<file path="config.mk">
export PLATFORM = sky130hd
export DESIGN_NAME = tdmpm_mapper
export DESIGN_NICKNAME = d
export VERILOG_FILES = /design/src/tdmpm_pkg.sv /design/src/tdmpm_sync.sv /design/src/tdmpm_mapper.sv
export SDC_FILE = /design/constraint.sdc
export NUM_CORES = 1
export LEC_CHECK = 0
export ABC_AREA = 0
export BUFFER_PORTS_ARGS = -buffer_cell sky130_fd_sc_hd__buf_4
export CORE_MARGIN = 2
export CORE_UTILIZATION = 45
export CTS_CLUSTER_SIZE = 14
export DETAILED_ROUTE_END_ITERATION = 10
export HOLD_SLACK_MARGIN = 0.06
export SLEW_MARGIN = 20
export SYNTH_ARGS = -nofsm -noshare
export SYNTH_HDL_FRONTEND = slang
export SYNTH_SLANG_ARGS = --single-unit
</file>
<file path="constraint.sdc">
create_clock -name clock -period 3.4 [get_ports clock]
set_input_delay 0 -clock clock [delete_from_list [all_inputs] [get_ports clock]]
set_output_delay 0 -clock clock [all_outputs]
set_load 0.05 [all_outputs]
</file>
<file path="src/tdmpm_pkg.sv">
package tdmpm_pkg;

	// synchroniser lanes: link clock, frame, two data pins, three mode pins
	localparam int SYNC_W = 7;
	localparam int MODE_W = 3;

	// frame geometry: 32 slots of 8 bits, msb first on the wire
	localparam int SLOTS = 32;
	localparam int SLOT_BITS = 8;
	localparam logic [7:0] FRAME_LAST = 8'hFF;
	localparam logic [2:0] BYTE_LAST = 3'h7;
	localparam logic [7:0] BIT_STEP = 8'h01;

	// slot numbers
	localparam logic [4:0] SLOT_DUAL_B1 = 5'h00;
	localparam logic [4:0] SLOT_DUAL_B2 = 5'h10;
	localparam logic [4:0] SLOT_CD_FIRST = 5'h00;
	localparam logic [4:0] SLOT_CD_SECOND = 5'h10;
	localparam logic [4:0] SLOT_ONE_D = 5'h00;
	localparam logic [4:0] SLOT_ONE_C = 5'h01;
	localparam logic [4:0] SLOT_ONE_B1 = 5'h02;
	localparam logic [4:0] SLOT_ONE_B2 = 5'h03;
	localparam logic [4:0] CHAIN_DUAL = 5'h01;
	localparam logic [4:0] CHAIN_ONE_80 = 5'h03;
	localparam logic [4:0] CHAIN_ONE_160 = 5'h04;

	// control channel decode
	localparam logic [1:0] SEL_CTRL = 2'h0;
	localparam logic [1:0] SEL_DIAG = 2'h2;
	localparam logic [3:0] DEFAULT_TOP = 4'hF;
	localparam logic [7:0] CTRL_RESET = 8'h00;
	localparam logic [7:0] DIAG_RESET = 8'h00;
	localparam logic [7:0] D_MASK_80 = 8'h01;
	localparam logic [7:0] D_MASK_160 = 8'h03;

	// mode select pin codes
	localparam logic [2:0] MODE_OFF = 3'h7;
	localparam logic [2:0] MODE_MODEM_A = 3'h1;
	localparam logic [2:0] MODE_MODEM_B = 3'h5;
	localparam logic [2:0] MODE_ONE_A = 3'h2;
	localparam logic [2:0] MODE_ONE_B = 3'h6;
	localparam logic [2:0] MODE_DFIRST = 3'h3;

	// channel kinds within a slot
	localparam logic [2:0] KIND_NONE = 3'h0;
	localparam logic [2:0] KIND_B1 = 3'h1;
	localparam logic [2:0] KIND_B2 = 3'h2;
	localparam logic [2:0] KIND_C = 3'h3;
	localparam logic [2:0] KIND_D = 3'h4;

	typedef struct packed {
		logic housekeeping;
		logic fastConverge;
		logic scramblerEn;
		logic dInBearer;
		logic lineRate;
		logic diagClear;
		logic [1:0] regSel;
	} tdmpm_ctrl_type;

	typedef struct packed {
		logic network;
		logic onePort;
		logic dFirst;
		logic outOff;
	} tdmpm_mode_type;

	typedef struct packed {
		logic [7:0] b1;
		logic [7:0] b2;
		logic [7:0] d;
	} tdmpm_line_type;

endpackage : tdmpm_pkg

</file>
<file path="src/tdmpm_sync.sv">
`timescale 1ns/1ns
`default_nettype none
module tdmpm_sync #(
	parameter int W = 1
) (
	input wire logic clock,
	input wire logic rstn,
	input wire logic [W-1:0] din,
	output logic [W-1:0] dout
);

	logic [W-1:0] meta_q;

	// first stage feeds only the second
	always_ff @(posedge clock) begin
		if (!rstn) begin
			// idle-high pins: no false link edge once reset lets go
			meta_q <= '1;
			dout <= '1;
		end else begin
			meta_q <= din;
			dout <= meta_q;
		end
	end

endmodule : tdmpm_sync
`default_nettype wire

</file>
<file path="src/tdmpm_mapper.sv">
// Contract
// network port: 32 slots of 8 bits
// dual: C/D on control, B on bearer
// dual 80k: B1 in bearer slot 0 only
// dual 160k: B1 slot 0, B2 slot 16
// single: all channels on bearer port
// single 80k: D0, C1, B1 slot 2
// single 160k: B2 in slot 3
// modem: continuous bit streams, dual only
// outputs driven only in own slots
// chain frame passed to next device
// control port idle in single layout
// C then D sixteen slots apart
// mode pins swap C and D order
// D channel passed only in network mode
// D bits limited by line rate
// D-in-bearer sends whole D in B1
// selector bits route control or diag
// diag cleared at next frame if requested
// control bit 3 picks line rate
// control bit 5 enables scrambler
// control bit 6 fast convergence
// control bit 7 is housekeeping bit
// bits 4-7 all ones: default mode
// mode 7 floats both outputs
// unknown selector byte is ignored
`timescale 1ns/1ns
`default_nettype none
module tdmpm_mapper (
	input wire logic clock,
	input wire logic rstn,
	input wire logic [2:0] modeSel,
	input wire logic linkClock,
	input wire logic framePulseIn,
	input wire logic bearerSerialIn,
	input wire logic ctrlSerialIn,
	output logic bearerSerialOut,
	output logic bearerOe,
	output logic ctrlSerialOut,
	output logic ctrlOe,
	output logic chainedFrameOut,
	input wire tdmpm_pkg::tdmpm_line_type lineIn,
	input wire logic [7:0] statusIn,
	output tdmpm_pkg::tdmpm_line_type lineOut,
	output logic lineOutStrobe,
	output tdmpm_pkg::tdmpm_ctrl_type ctrlWord,
	output logic [7:0] diagWord,
	output logic housekeepingBit
);

	function automatic tdmpm_pkg::tdmpm_mode_type decodeMode(input logic [2:0] m);
		tdmpm_pkg::tdmpm_mode_type r;
		r.outOff = (m == tdmpm_pkg::MODE_OFF);
		r.network = !(m == tdmpm_pkg::MODE_MODEM_A || m == tdmpm_pkg::MODE_MODEM_B);
		r.onePort = (m == tdmpm_pkg::MODE_ONE_A || m == tdmpm_pkg::MODE_ONE_B);
		r.dFirst = (m == tdmpm_pkg::MODE_DFIRST);
		return r;
	endfunction : decodeMode

	// which channel a slot carries on one port
	function automatic logic [2:0] kindOf(
		input tdmpm_pkg::tdmpm_mode_type m,
		input logic rate,
		input logic ctrlPort,
		input logic [4:0] slot
	);
		logic [2:0] k;
		k = tdmpm_pkg::KIND_NONE;
		if (!m.network) begin
			// every bit is payload in modem streams
			k = ctrlPort ? tdmpm_pkg::KIND_C : tdmpm_pkg::KIND_B1;
		end else if (m.onePort) begin
			if (!ctrlPort) begin
				if (slot == tdmpm_pkg::SLOT_ONE_D) begin
					k = tdmpm_pkg::KIND_D;
				end else if (slot == tdmpm_pkg::SLOT_ONE_C) begin
					k = tdmpm_pkg::KIND_C;
				end else if (slot == tdmpm_pkg::SLOT_ONE_B1) begin
					k = tdmpm_pkg::KIND_B1;
				end else if (slot == tdmpm_pkg::SLOT_ONE_B2 && rate) begin
					k = tdmpm_pkg::KIND_B2;
				end
			end
		end else if (ctrlPort) begin
			if (slot == tdmpm_pkg::SLOT_CD_FIRST) begin
				k = m.dFirst ? tdmpm_pkg::KIND_D : tdmpm_pkg::KIND_C;
			end else if (slot == tdmpm_pkg::SLOT_CD_SECOND) begin
				k = m.dFirst ? tdmpm_pkg::KIND_C : tdmpm_pkg::KIND_D;
			end
		end else begin
			if (slot == tdmpm_pkg::SLOT_DUAL_B1) begin
				k = tdmpm_pkg::KIND_B1;
			end else if (slot == tdmpm_pkg::SLOT_DUAL_B2 && rate) begin
				k = tdmpm_pkg::KIND_B2;
			end
		end
		return k;
	endfunction : kindOf

	logic [tdmpm_pkg::SYNC_W-1:0] syncIn;
	logic [tdmpm_pkg::SYNC_W-1:0] syncOut;
	logic linkS;
	logic frameS;
	logic bInS;
	logic cInS;
	logic linkPrev_q;
	logic rise;
	logic fall;
	tdmpm_pkg::tdmpm_mode_type mode_q;
	tdmpm_pkg::tdmpm_ctrl_type ctrl_q;
	logic [7:0] diag_q;
	logic diagPend_q;
	logic [7:0] cnt_q;
	logic [7:0] cur;
	logic [7:0] nIdx;
	logic byteDone;
	logic frameEdge;
	logic xferPoint;
	logic [6:0] bSh_q;
	logic [6:0] cSh_q;
	logic [7:0] bByte;
	logic [7:0] cByte;
	logic [2:0] kB;
	logic [2:0] kC;
	logic [2:0] nB;
	logic [2:0] nC;
	logic [7:0] cmd;
	logic cmdValid;
	logic cmdDefault;
	logic [7:0] dMask;
	tdmpm_pkg::tdmpm_line_type rxHold_q;
	tdmpm_pkg::tdmpm_line_type txHold_q;
	logic [7:0] txStat_q;
	logic bearerDrv_q;
	logic ctrlDrv_q;
	logic [4:0] chainSlot;

	assign syncIn = {modeSel, ctrlSerialIn, bearerSerialIn, framePulseIn, linkClock};

	tdmpm_sync #(
		.W(tdmpm_pkg::SYNC_W)
	) u_sync (
		.clock(clock),
		.rstn(rstn),
		.din(syncIn),
		.dout(syncOut)
	);

	assign linkS = syncOut[0];
	assign frameS = syncOut[1];
	assign bInS = syncOut[2];
	assign cInS = syncOut[3];

	always_ff @(posedge clock) begin
		if (!rstn) begin
			linkPrev_q <= 1'b1;
		end else begin
			linkPrev_q <= linkS;
		end
	end

	// inputs sampled on rising link edges, outputs change on falling
	assign rise = linkS && !linkPrev_q;
	assign fall = !linkS && linkPrev_q;

	always_ff @(posedge clock) begin
		if (!rstn) begin
			mode_q <= '0;
		end else begin
			mode_q <= decodeMode(syncOut[6:4]);
		end
	end

	// bit position in frame; frame pulse marks bit 0
	assign cur = frameS ? 8'h00 : cnt_q + tdmpm_pkg::BIT_STEP;
	assign nIdx = cnt_q + tdmpm_pkg::BIT_STEP;
	assign byteDone = (cur[2:0] == tdmpm_pkg::BYTE_LAST);
	assign frameEdge = rise && frameS;
	// modem streams hand over every byte, network once per frame
	assign xferPoint = rise && (cur == tdmpm_pkg::FRAME_LAST || (!mode_q.network && byteDone));

	always_ff @(posedge clock) begin
		if (!rstn) begin
			cnt_q <= tdmpm_pkg::FRAME_LAST;
		end else if (rise) begin
			cnt_q <= cur;
		end
	end

	always_ff @(posedge clock) begin
		if (!rstn) begin
			bSh_q <= '0;
			cSh_q <= '0;
		end else if (rise) begin
			bSh_q <= {bSh_q[5:0], bInS};
			cSh_q <= {cSh_q[5:0], cInS};
		end
	end

	assign bByte = {bSh_q, bInS};
	assign cByte = {cSh_q, cInS};
	assign kB = kindOf(mode_q, ctrl_q.lineRate, 1'b0, cur[7:3]);
	assign kC = kindOf(mode_q, ctrl_q.lineRate, 1'b1, cur[7:3]);
	assign dMask = ctrl_q.lineRate ? tdmpm_pkg::D_MASK_160 : tdmpm_pkg::D_MASK_80;

	// control byte arrives on bearer port in single layout
	assign cmd = (kB == tdmpm_pkg::KIND_C) ? bByte : cByte;
	assign cmdValid = rise && byteDone && mode_q.network
		&& (kB == tdmpm_pkg::KIND_C || kC == tdmpm_pkg::KIND_C);
	assign cmdDefault = (cmd[7:4] == tdmpm_pkg::DEFAULT_TOP);

	always_ff @(posedge clock) begin
		if (!rstn) begin
			ctrl_q <= tdmpm_pkg::CTRL_RESET;
		end else if (cmdValid && cmd[1:0] == tdmpm_pkg::SEL_CTRL) begin
			if (cmdDefault) begin
				// features off, housekeeping zero, rate from bit 3
				ctrl_q <= '0;
				ctrl_q.lineRate <= cmd[3];
			end else begin
				ctrl_q <= cmd;
			end
		end
	end

	// a new request wins over the clear by the frame edge
	always_ff @(posedge clock) begin
		if (!rstn) begin
			diagPend_q <= 1'b0;
		end else if (cmdValid && cmd[1:0] == tdmpm_pkg::SEL_CTRL && !cmdDefault && !cmd[2]) begin
			diagPend_q <= 1'b1;
		end else if (frameEdge) begin
			diagPend_q <= 1'b0;
		end
	end

	always_ff @(posedge clock) begin
		if (!rstn) begin
			diag_q <= tdmpm_pkg::DIAG_RESET;
		end else if (frameEdge && diagPend_q) begin
			diag_q <= tdmpm_pkg::DIAG_RESET;
		end else if (cmdValid && cmd[1:0] == tdmpm_pkg::SEL_CTRL && cmdDefault) begin
			diag_q <= tdmpm_pkg::DIAG_RESET;
		end else if (cmdValid && cmd[1:0] == tdmpm_pkg::SEL_DIAG) begin
			diag_q <= cmd;
		end
		// other selector codes fall through untouched R25
	end

	// collect system bytes for the line
	always_ff @(posedge clock) begin
		if (!rstn) begin
			rxHold_q <= '0;
		end else if (rise && byteDone && mode_q.network) begin
			if (kB == tdmpm_pkg::KIND_B1) begin
				rxHold_q.b1 <= bByte;
			end else if (kB == tdmpm_pkg::KIND_B2) begin
				rxHold_q.b2 <= bByte;
			end else if (kB == tdmpm_pkg::KIND_D) begin
				rxHold_q.d <= bByte;
			end
			if (kC == tdmpm_pkg::KIND_D) begin
				rxHold_q.d <= cByte;
			end
		end
	end

	always_ff @(posedge clock) begin
		if (!rstn) begin
			lineOut <= '0;
		end else if (xferPoint) begin
			if (!mode_q.network) begin
				lineOut <= '0;
				lineOut.b1 <= bByte;
			end else if (ctrl_q.dInBearer) begin
				lineOut.b1 <= rxHold_q.d;
				lineOut.b2 <= ctrl_q.lineRate ? rxHold_q.b2 : 8'h00;
				lineOut.d <= 8'h00;
			end else begin
				lineOut.b1 <= rxHold_q.b1;
				lineOut.b2 <= ctrl_q.lineRate ? rxHold_q.b2 : 8'h00;
				lineOut.d <= rxHold_q.d & dMask;
			end
		end
	end

	always_ff @(posedge clock) begin
		if (!rstn) begin
			lineOutStrobe <= 1'b0;
		end else begin
			lineOutStrobe <= xferPoint;
		end
	end

	// line bytes latched just before the first bit they feed
	always_ff @(posedge clock) begin
		if (!rstn) begin
			txHold_q <= '0;
			txStat_q <= '0;
		end else if (xferPoint) begin
			txStat_q <= statusIn;
			txHold_q.b2 <= lineIn.b2;
			if (!mode_q.network) begin
				txHold_q.b1 <= lineIn.b1;
				txHold_q.d <= 8'h00;
			end else if (ctrl_q.dInBearer) begin
				txHold_q.b1 <= 8'h00;
				txHold_q.d <= lineIn.b1;
			end else begin
				txHold_q.b1 <= lineIn.b1;
				txHold_q.d <= lineIn.d & dMask;
			end
		end
	end

	function automatic logic pickBit(
		input logic [2:0] k,
		input tdmpm_pkg::tdmpm_line_type h,
		input logic [7:0] st,
		input logic [2:0] pos
	);
		logic [7:0] b;
		b = 8'h00;
		if (k == tdmpm_pkg::KIND_B1) begin
			b = h.b1;
		end else if (k == tdmpm_pkg::KIND_B2) begin
			b = h.b2;
		end else if (k == tdmpm_pkg::KIND_D) begin
			b = h.d;
		end else if (k == tdmpm_pkg::KIND_C) begin
			b = st;
		end
		return b[pos];
	endfunction : pickBit

	assign nB = kindOf(mode_q, ctrl_q.lineRate, 1'b0, nIdx[7:3]);
	assign nC = kindOf(mode_q, ctrl_q.lineRate, 1'b1, nIdx[7:3]);

	always_ff @(posedge clock) begin
		if (!rstn) begin
			bearerSerialOut <= 1'b0;
			bearerDrv_q <= 1'b0;
		end else if (fall) begin
			bearerSerialOut <= pickBit(nB, txHold_q, txStat_q, 3'h7 - nIdx[2:0]);
			bearerDrv_q <= (nB != tdmpm_pkg::KIND_NONE);
		end
	end

	always_ff @(posedge clock) begin
		if (!rstn) begin
			ctrlSerialOut <= 1'b0;
			ctrlDrv_q <= 1'b0;
		end else if (fall) begin
			ctrlSerialOut <= pickBit(nC, txHold_q, txStat_q, 3'h7 - nIdx[2:0]);
			ctrlDrv_q <= (nC != tdmpm_pkg::KIND_NONE);
		end
	end

	// enables drop at once on mode 7 so a chain never fights at power-up
	assign bearerOe = bearerDrv_q && !mode_q.outOff;
	assign ctrlOe = ctrlDrv_q && !mode_q.outOff && !mode_q.onePort;

	assign chainSlot = !mode_q.onePort ? tdmpm_pkg::CHAIN_DUAL
		: (ctrl_q.lineRate ? tdmpm_pkg::CHAIN_ONE_160 : tdmpm_pkg::CHAIN_ONE_80);

	// next device's slot 0 starts right after our slot 0 in dual layout, right after our last slot in single layout
	always_ff @(posedge clock) begin
		if (!rstn) begin
			chainedFrameOut <= 1'b0;
		end else if (!mode_q.network) begin
			chainedFrameOut <= frameS;
		end else if (fall) begin
			chainedFrameOut <= (nIdx == {chainSlot, 3'h0});
		end
	end

	assign ctrlWord = ctrl_q;
	assign diagWord = diag_q;
	assign housekeepingBit = ctrl_q.housekeeping;
endmodule : tdmpm_mapper
`default_nettype wire

</file>
==> results.md, run 1 <==
- Highest Clock Rate: around 320 MHz
- Clk slew on worst S/H paths: approximately 0.060 ns
- R2R Path Start: cnt_q[2]$_SDFFE_PN1P_
- Worst-Skew Late Latency: 0.43 ns
- Total number of vias: between 5000 and 6000
- Reg2Reg Depth: 10
- Period utilization: 92.3%
- Fin cells: about 1100
- CP required: about 3.7 ns
- Switching power: roughly 950 µW
- Tmin final: 3.14 ns
- Initial DRC Count: 449
- R2R Setup Slk: 0.26 ns
- Clock Power Share: around half
- Ports: between 80 and 90
- GP Congestion: around 0.97
- Clock buffer count from CTS: 17
- Layout Nets: 910
- Netlist cell types: 69
- Worst Hold Path EP: txHold_q[11]$_SDFFE_PN0P_
- Setup TNS: 0 ns
- DRC violations left: 0
- Clk buf depth: 2
- Worst EP arrival: ~3.5 ns
- Final Hold Vio Count: 0
- Setup Buffers After CTS: 0
- Synth top area share: around 43%
- Post-Syn Area per Cell: a little over 8 µm²
- Least-Margin Pin Slew: 1.06 ns
- DRT Pass-1 Iters: 5
- DR WL/cell: approximately 16 µm
- CP startpoint kind: register
- Synth Cell Area: around 6400 µm²
- Leading post-synthesis cells by cell area: dfxtp_1, nand2_1, mux2i_1, a21oi_1, clkbuf_1
- Largest net degree at the start of global routing: ~100
- Area of the multi-input gates: approximately 3300 µm²
- Unrepaired setup endpoints after global routing: no
- Final setup violation count: 0
- Gr usage total: between 20% and 30%
- Filler cells: 1272
- Cell Count Post-Placement: a little under 1000
- Initial Util: 46.0%
- Diode count: 0
- Crit-path max FO: 11
- Clock Skew: roughly 0.0084 ns
- Sequential share of power: 41.2%
- Leading area contributor after synthesis: dfxtp_1
- Max cap viols: 0
- Vias per std cell: ~5.5
- Hold slack: 0.373 ns
- Combinational Power Share: under 10%
- CP Capture Type: register
- VDD IR max: around 370 µV
- Switching share of power: 23.6%
- First-pass GRT wire length: ~27000 µm
- Main synth FF type: dfxtp_1
- Hold_sp: lineIn[11]
- PnR Total Power: around 4000 µW
- Post-synth ARST share: 0%
- Post-route cell area: a little over 8000 µm²
- Crit Path Class: reg2reg
- H-tree depth: 4
- Initial antenna violation count: 0
- Number of flops mapped to enable cells by yosys: 0
- Sequential cell area: ~2800 µm²
- Fin. max-slew vios: 0
- CTS root buffer: clkbuf_16
- Area grow syn2layout: 27.9%
- Worst slew margin: around 29%
- Clock Sinks: between 100 and 150
- Routed Antenna Nets: 0
- Grt total ovfl: 0
- Post-synthesis sequential area ratio: about 43%
- Share of cells above drive strength 1: 18.0%
- Row Count: 43
- Outcome: finished, final reports clean
- Internal Power: around 3100 µW
- Routed WL: between 15000 and 20000 µm
- Number of port buffers: 75
- Leakage: 0.00320 µW
- FF+latch count, synth: between 100 and 150
- Die ar.: between 15000 and 20000 µm²
- CTS tree: done
- DIE WIDTH: 123 µm
- Core box area: about 14000 µm²
- Pwr dens: 492 nW/µm²
- Placement Cell Area: about 7100 µm²
- Synth Instances: approximately 770
- Worst min path class: in2reg
- Vias in the first global route: ~5600
- RR Endpoint: bearerSerialOut$_SDFFE_PN0P_
- DP HPWL: 11500 µm
- Die Y: 123 µm
- Hold path depth: 4
- YS warnings: 0
-- worst max-delay path: stages (launching register included) --
cell and delay (ns):
dfxtp_1 0.60, nand2_1 0.30, nor4_2 0.40, a211oi_2 0.08, buf_4 0.16, o22ai_1 0.47, nor2_1 0.22, a221o_1 0.39
o21ai_0 0.18, o211ai_1 0.10, o211a_1 0.13
-- area by class of cell --
| cell class | instances | area share (%) |
|---|---|---|
| Inverter | 11 | 0.506 |
| Multi-Input combinational cell | 558 | 40.4 |
| Clock buffer | 19 | 5.55 |
| Clock inverter | 12 | 2.30 |
| Timing Repair Buffer | 142 | 14.6 |
| Sequential cell | 138 | 33.8 |
| Tap cell | 180 | 2.76 |
-- repair_timing --
item	in CTS	in global routing
setup endpoints to repair	0	8
resized for setup	0	2
hold buffers	41	0
hold endpoints to repair	61	0
-- flip-flops by register name, summed over array words and instances (netlist names), 4 cells and up --
| name | count |
|---|---|
| rxHold_q | 24 |
| txHold_q | 24 |
| lineOut | 18 |
| cnt_q | 8 |
| diagWord | 8 |
| txStat_q | 8 |
| bSh_q | 7 |
| cSh_q | 7 |
| ctrlWord | 7 |
| u_sync.dout | 7 |
| u_sync.meta_q | 7 |
| mode_q | 4 |
-- cells in the mapped netlist (3+ instances only) --
library cell,count
o21ai_0,22
a211oi_1,13
a32o_1,3
xnor2_1,8
inv_1,11
buf_4,8
nor2_1,46
o311ai_0,7
a22oi_1,6
nor3_1,13
buf_2,9
a21oi_1,81
dfxtp_1,138
o211ai_1,12
nand2b_1,23
o2bb2ai_1,5
or2_2,3
o221ai_1,3
nor2b_1,5
nand2_1,137
mux2i_1,41
o22ai_1,4
and3_1,4
clkbuf_1,49
or3_1,8
nor4_1,5
a221oi_1,8
a31oi_1,3
nand3_1,35
mux2_2,3
a221o_1,4
and2_1,6
-- layout by cell type, fill, tap and decap left out, types with 10 or more instances in the layout --
| cell | count |
|---|---|
| nor3_1 | 13 |
| mux2i_1 | 41 |
| nand2_1 | 137 |
| o21ai_0 | 22 |
| a211oi_1 | 13 |
| inv_1 | 10 |
| nand3_1 | 35 |
| a21oi_1 | 80 |
| clkbuf_16 | 17 |
| dlygate4sd3_1 | 41 |
| dfxtp_1 | 137 |
| nor2_1 | 46 |
| nand2b_1 | 22 |
| buf_4 | 99 |
| o211ai_1 | 12 |
-- worst max-delay path by stage --
stage | slack, ns | endpoint | startpoint
2_1_floorplan | 0.40 | diagWord[3]$_SDFFE_PP0P_ | cnt_q[1]$_SDFFE_PN1P_
3_3_place_gp | 0.29 | diagWord[3]$_SDFFE_PP0P_ | cnt_q[1]$_SDFFE_PN1P_
3_5_place_dp | 0.21 | rxHold_q[7]$_SDFFE_PN0P_ | cnt_q[1]$_SDFFE_PN1P_
4_1_cts | 0.16 | rxHold_q[7]$_SDFFE_PN0P_ | cnt_q[1]$_SDFFE_PN1P_
5_1_grt | 0.03 | ctrlWord[2]$_SDFFE_PN0N_ | cnt_q[2]$_SDFFE_PN1P_
6_report | 0.26 | bearerSerialOut$_SDFFE_PN0P_ | cnt_q[2]$_SDFFE_PN1P_
-- layer usage --
metal	track usage [%]	vias to the layer above	routed length, µm
met5	0	-	0
met4	8.45	0	288
met3	5.58	26	728
met2	37.3	134	8290
met1	30.3	2775	7640
li1	-	2909	-
-- per-stage QoR --
step / util (%) / setup slack (ns)
finish: 58.8 / 0.261
global route: 58.8 / 0.0288
CTS: 58.8 / 0.163
detailed placement: 51.2 / 0.208
global placement: 51.2 / 0.285
floorplan: - / 0.399
-- power by group through the flow --
| stage | logic (µW) | clock network [µW] | registers [µW] |
|---|---|---|---|
| after floorplan | 226 | 0 | 1690 |
| after global placement | 320 | 0 | 1690 |
| after detailed placement | 325 | 0 | 1690 |
| after CTS | 364 | 2030 | 1650 |
| after global routing | 402 | 2090 | 1660 |
| final | 367 | 1990 | 1650 |
-- cell families after synthesis --
kind of cell / after synthesis / share of synthesized area, %
AO/OA/AOI/OAI: 196 / 20.2
XOR/XNOR: 9 / 1.23
adder cells (fa/ha/maj): 1 / 0.196
buffers and inverters: 81 / 5.55
flip-flops: 138 / 43.3
multiplexers: 44 / 6.96
other: 1 / 0.0587
AND/OR/NAND/NOR: 302 / 22.6
No activity file was read; power rests on OpenSTA's default activity.
==> inputs of run 2 (changes only) <==
--- a/config.mk
+++ b/config.mk
@@ -11,7 +11,8 @@
 export CORE_UTILIZATION = 45
 export CTS_CLUSTER_SIZE = 14
 export DETAILED_ROUTE_END_ITERATION = 10
-export HOLD_SLACK_MARGIN = 0.06
+export GPL_TIMING_DRIVEN = 0
+export HOLD_SLACK_MARGIN = 0.03
 export SLEW_MARGIN = 20
 export SYNTH_ARGS = -nofsm -noshare
 export SYNTH_HDL_FRONTEND = slang
==> constraint.sdc (replaced) <==
create_clock -name clock -period 3.4 [get_ports clock]
set_input_delay 0 -clock clock [delete_from_list [all_inputs] [get_ports clock]]
set_output_delay 0 -clock clock [all_outputs]
set_load 0.1 [all_outputs]
==> results.md, run 2 (synthesized netlist as in run 1, its figures left out) <==
- Final WS setup: 0.0590 ns (-0.202 ns)
- PnR Total Power: 4090 µW (+1.9%)
- R2R Setup Slk: 0.06 ns (-0.20 ns)
- Unrepaired setup endpoints after global routing: yes
- Routed Antenna Nets: 0 (unchanged)
- Commonest non-fill, non-tap cell in the layout: dfxtp_1
- First-pass GRT wire length: 30400 µm (+11%)
- Die Y: 123 µm (unchanged)
- Total number of vias: 6174 (+5.6%)
- VDD IR max: 395 µV (+8.0%)
- Clk buf depth: 2 (unchanged)
- CP Capture Type: register
- Die ar.: 15200 µm² (unchanged)
- Initial Util: 46.0% (unchanged)
- Least-Margin Pin Slew: 0.787 ns (-0.273 ns)
- Area grow syn2layout: 29.0%
- Final Hold Vio Count: 0 (unchanged)
- Worst slew margin: 47.5% (+18 points)
- Fin. max-slew vios: 0 (unchanged)
- Share of cells above drive strength 1: 17.4% (-0.54 points)
- Vias per std cell: 5.62 (+1.9%)
- Clock Skew: 0.00662 ns (-0.00174 ns)
- Clock buffer count from CTS: 17 (unchanged)
- Worst EP arrival: 3.67 ns (+0.22 ns)
- Vias in the first global route: 5782 (+3.7%)
- Crit-path slowest cell: or4_4
- CP required: 3.73 ns (+0.02 ns)
- Fin cells: 1099 (+3.7%)
- Diode count: 0 (unchanged)
- Outcome: finished, final reports clean
- Most frequent cells in the layout: dfxtp_1, nand2_1, buf_4
- Setup TNS: 0 ns (unchanged)
- CTS root buffer: clkbuf_16
- Max cap viols: 0 (unchanged)
- DR WL/cell: 17.6 µm (+10%)
- Initial antenna violation count: 0 (unchanged)
- R2R Path Start: cnt_q[1]$_SDFFE_PN1P_
- Routed WL: 19400 µm (+14%)
- GP Congestion: 0.912 (-6.1%)
- H-tree depth: 4 (unchanged)
- Final setup violation count: 0 (unchanged)
- Pre-CTS setup slack: -0.207 ns (-0.415 ns)
- Cell Count Post-Placement: 1032 (+4.5%)
- Hold_sp: rstn
- Critical Path Max Stage Delay: 0.59 ns (about the same)
- DIE WIDTH: 123 µm (unchanged)
- Hold path depth: 3 (-1)
- Ports: 88 (unchanged)
- Crit. Startpoint: cnt_q[1]$_SDFFE_PN1P_
- Row Count: 43 (unchanged)
- Tmin final: 3.34 ns (+0.202 ns)
- DRC violations left: 0 (unchanged)
- Filler cells: 1278 (+0.47%)
- Highest Clock Rate: 299 MHz (-6.1%)
- Top flop regs: rxHold_q: 24 flops, txHold_q: 24 flops, lineOut: 18 flops
- Worst-Skew Late Latency: 0.43 ns (about the same)
- Core box area: 13900 µm² (unchanged)
- Pwr dens: 497 nW/µm² (+1.0%)
- Grt total ovfl: 0 (unchanged)
- Largest net degree at the start of global routing: 17 (-83%)
- Post-route cell area: 8240 µm² (+0.86%)
- DRT Pass-1 Iters: 7 (+2)
- Crit Path Class: reg2reg
- Worst min path class: in2reg
- Placement Cell Area: 7190 µm² (+1.1%)
- CTS tree: done
- Cell breakdown of the critical path: ha_1, buf_2, nand3_1, xnor2_1, nor4b_2, buf_6, mux2i_1, or4_4, a21oi_2, nor2b_2, a32o_1
- Period utilization: 98.3% (+5.9 points)
- Leakage: 0.00322 µW (+0.56%)
- CP startpoint kind: register
- Number of port buffers: 75 (unchanged)
- Reg2Reg Depth: 11 (+1)
- Crit-path max FO: 8 (-3)
- Gr usage total: 26.4% (+3.2 points)
- Clock Sinks: 138 (unchanged)
- Clk slew on worst S/H paths: 0.06 ns (about the same)
- Layout Nets: 948 (+4.2%)
- Initial DRC Count: 402 (-10%)
- DP HPWL: 13900 µm (+21%)
==> run 2: worst max-delay path: cells and delay by family, from the launching register on <==
family          cells  cell delay (ns)
compound gates      2             0.36
fa+ha+maj           1             0.17
flops               1             0.42
mux                 1             0.16
xor+xnor            1             0.50
buf+inv             2             0.38
simple gates        4             1.22
==> run 2: layout make-up <==
cell class / count / area [µm²] / area share (%)
buffer: 70 / 317 / 3.84
clock buffer: 18 / 439 / 5.33
clock inverter: 14 / 209 / 2.54
inverter: 11 / 41.3 / 0.501
multi-input combinational: 558 / 3330 / 40.5
sequential: 138 / 2760 / 33.6
tap: 180 / 225 / 2.73
timing repair buffer: 110 / 908 / 11.0
==> run 2: layer usage <==
layer	global-route usage [%]	vias to the layer above	wire, µm
met5	0	-	0
met4	13.7	0	651
met2	41.2	184	9040
li1	-	3001	-
met1	34.8	2945	8810
met3	4.84	44	876
==> run 2: final timing paths <==
check / to
hold reg to reg: u_sync.dout[6]$_SDFF_PN1_
setup reg to reg: diagWord[3]$_SDFFE_PP0P_
hold / removal: u_sync.meta_q[1]$_SDFF_PN1_
setup / recovery: diagWord[3]$_SDFFE_PP0P_
==> run 2: report_power, final <==
group / internal [µW] / switching (µW) / leakage, µW
sequential: 1640 / 13.8 / 0.00112
clock: 1270 / 755 / 0.000314
combinational: 159 / 263 / 0.00179
total: 3060 / 1030 / 0.00322
==> run 2: per-stage QoR <==
step / utilization (%) / hold WS, ns
2_1_floorplan: - / 0.101
3_3_place_gp: 51.8 / 0.185
3_5_place_dp: 51.8 / 0.186
4_1_cts: 58.9 / 0.0390
5_1_grt: 59.3 / 0.0765
6_report: 59.3 / 0.0396
==> run 2: what timing repair did <==
| action | in CTS | in global routing |
|---|---|---|
| pin swaps | 0 | 1 |
| hold buffers | 33 | 0 |
| setup endpoints to repair | 22 | 45 |
| endpoints found under the hold margin | 39 | 0 |
| setup buffers | 0 | 2 |
| resized for setup | 4 | 13 |
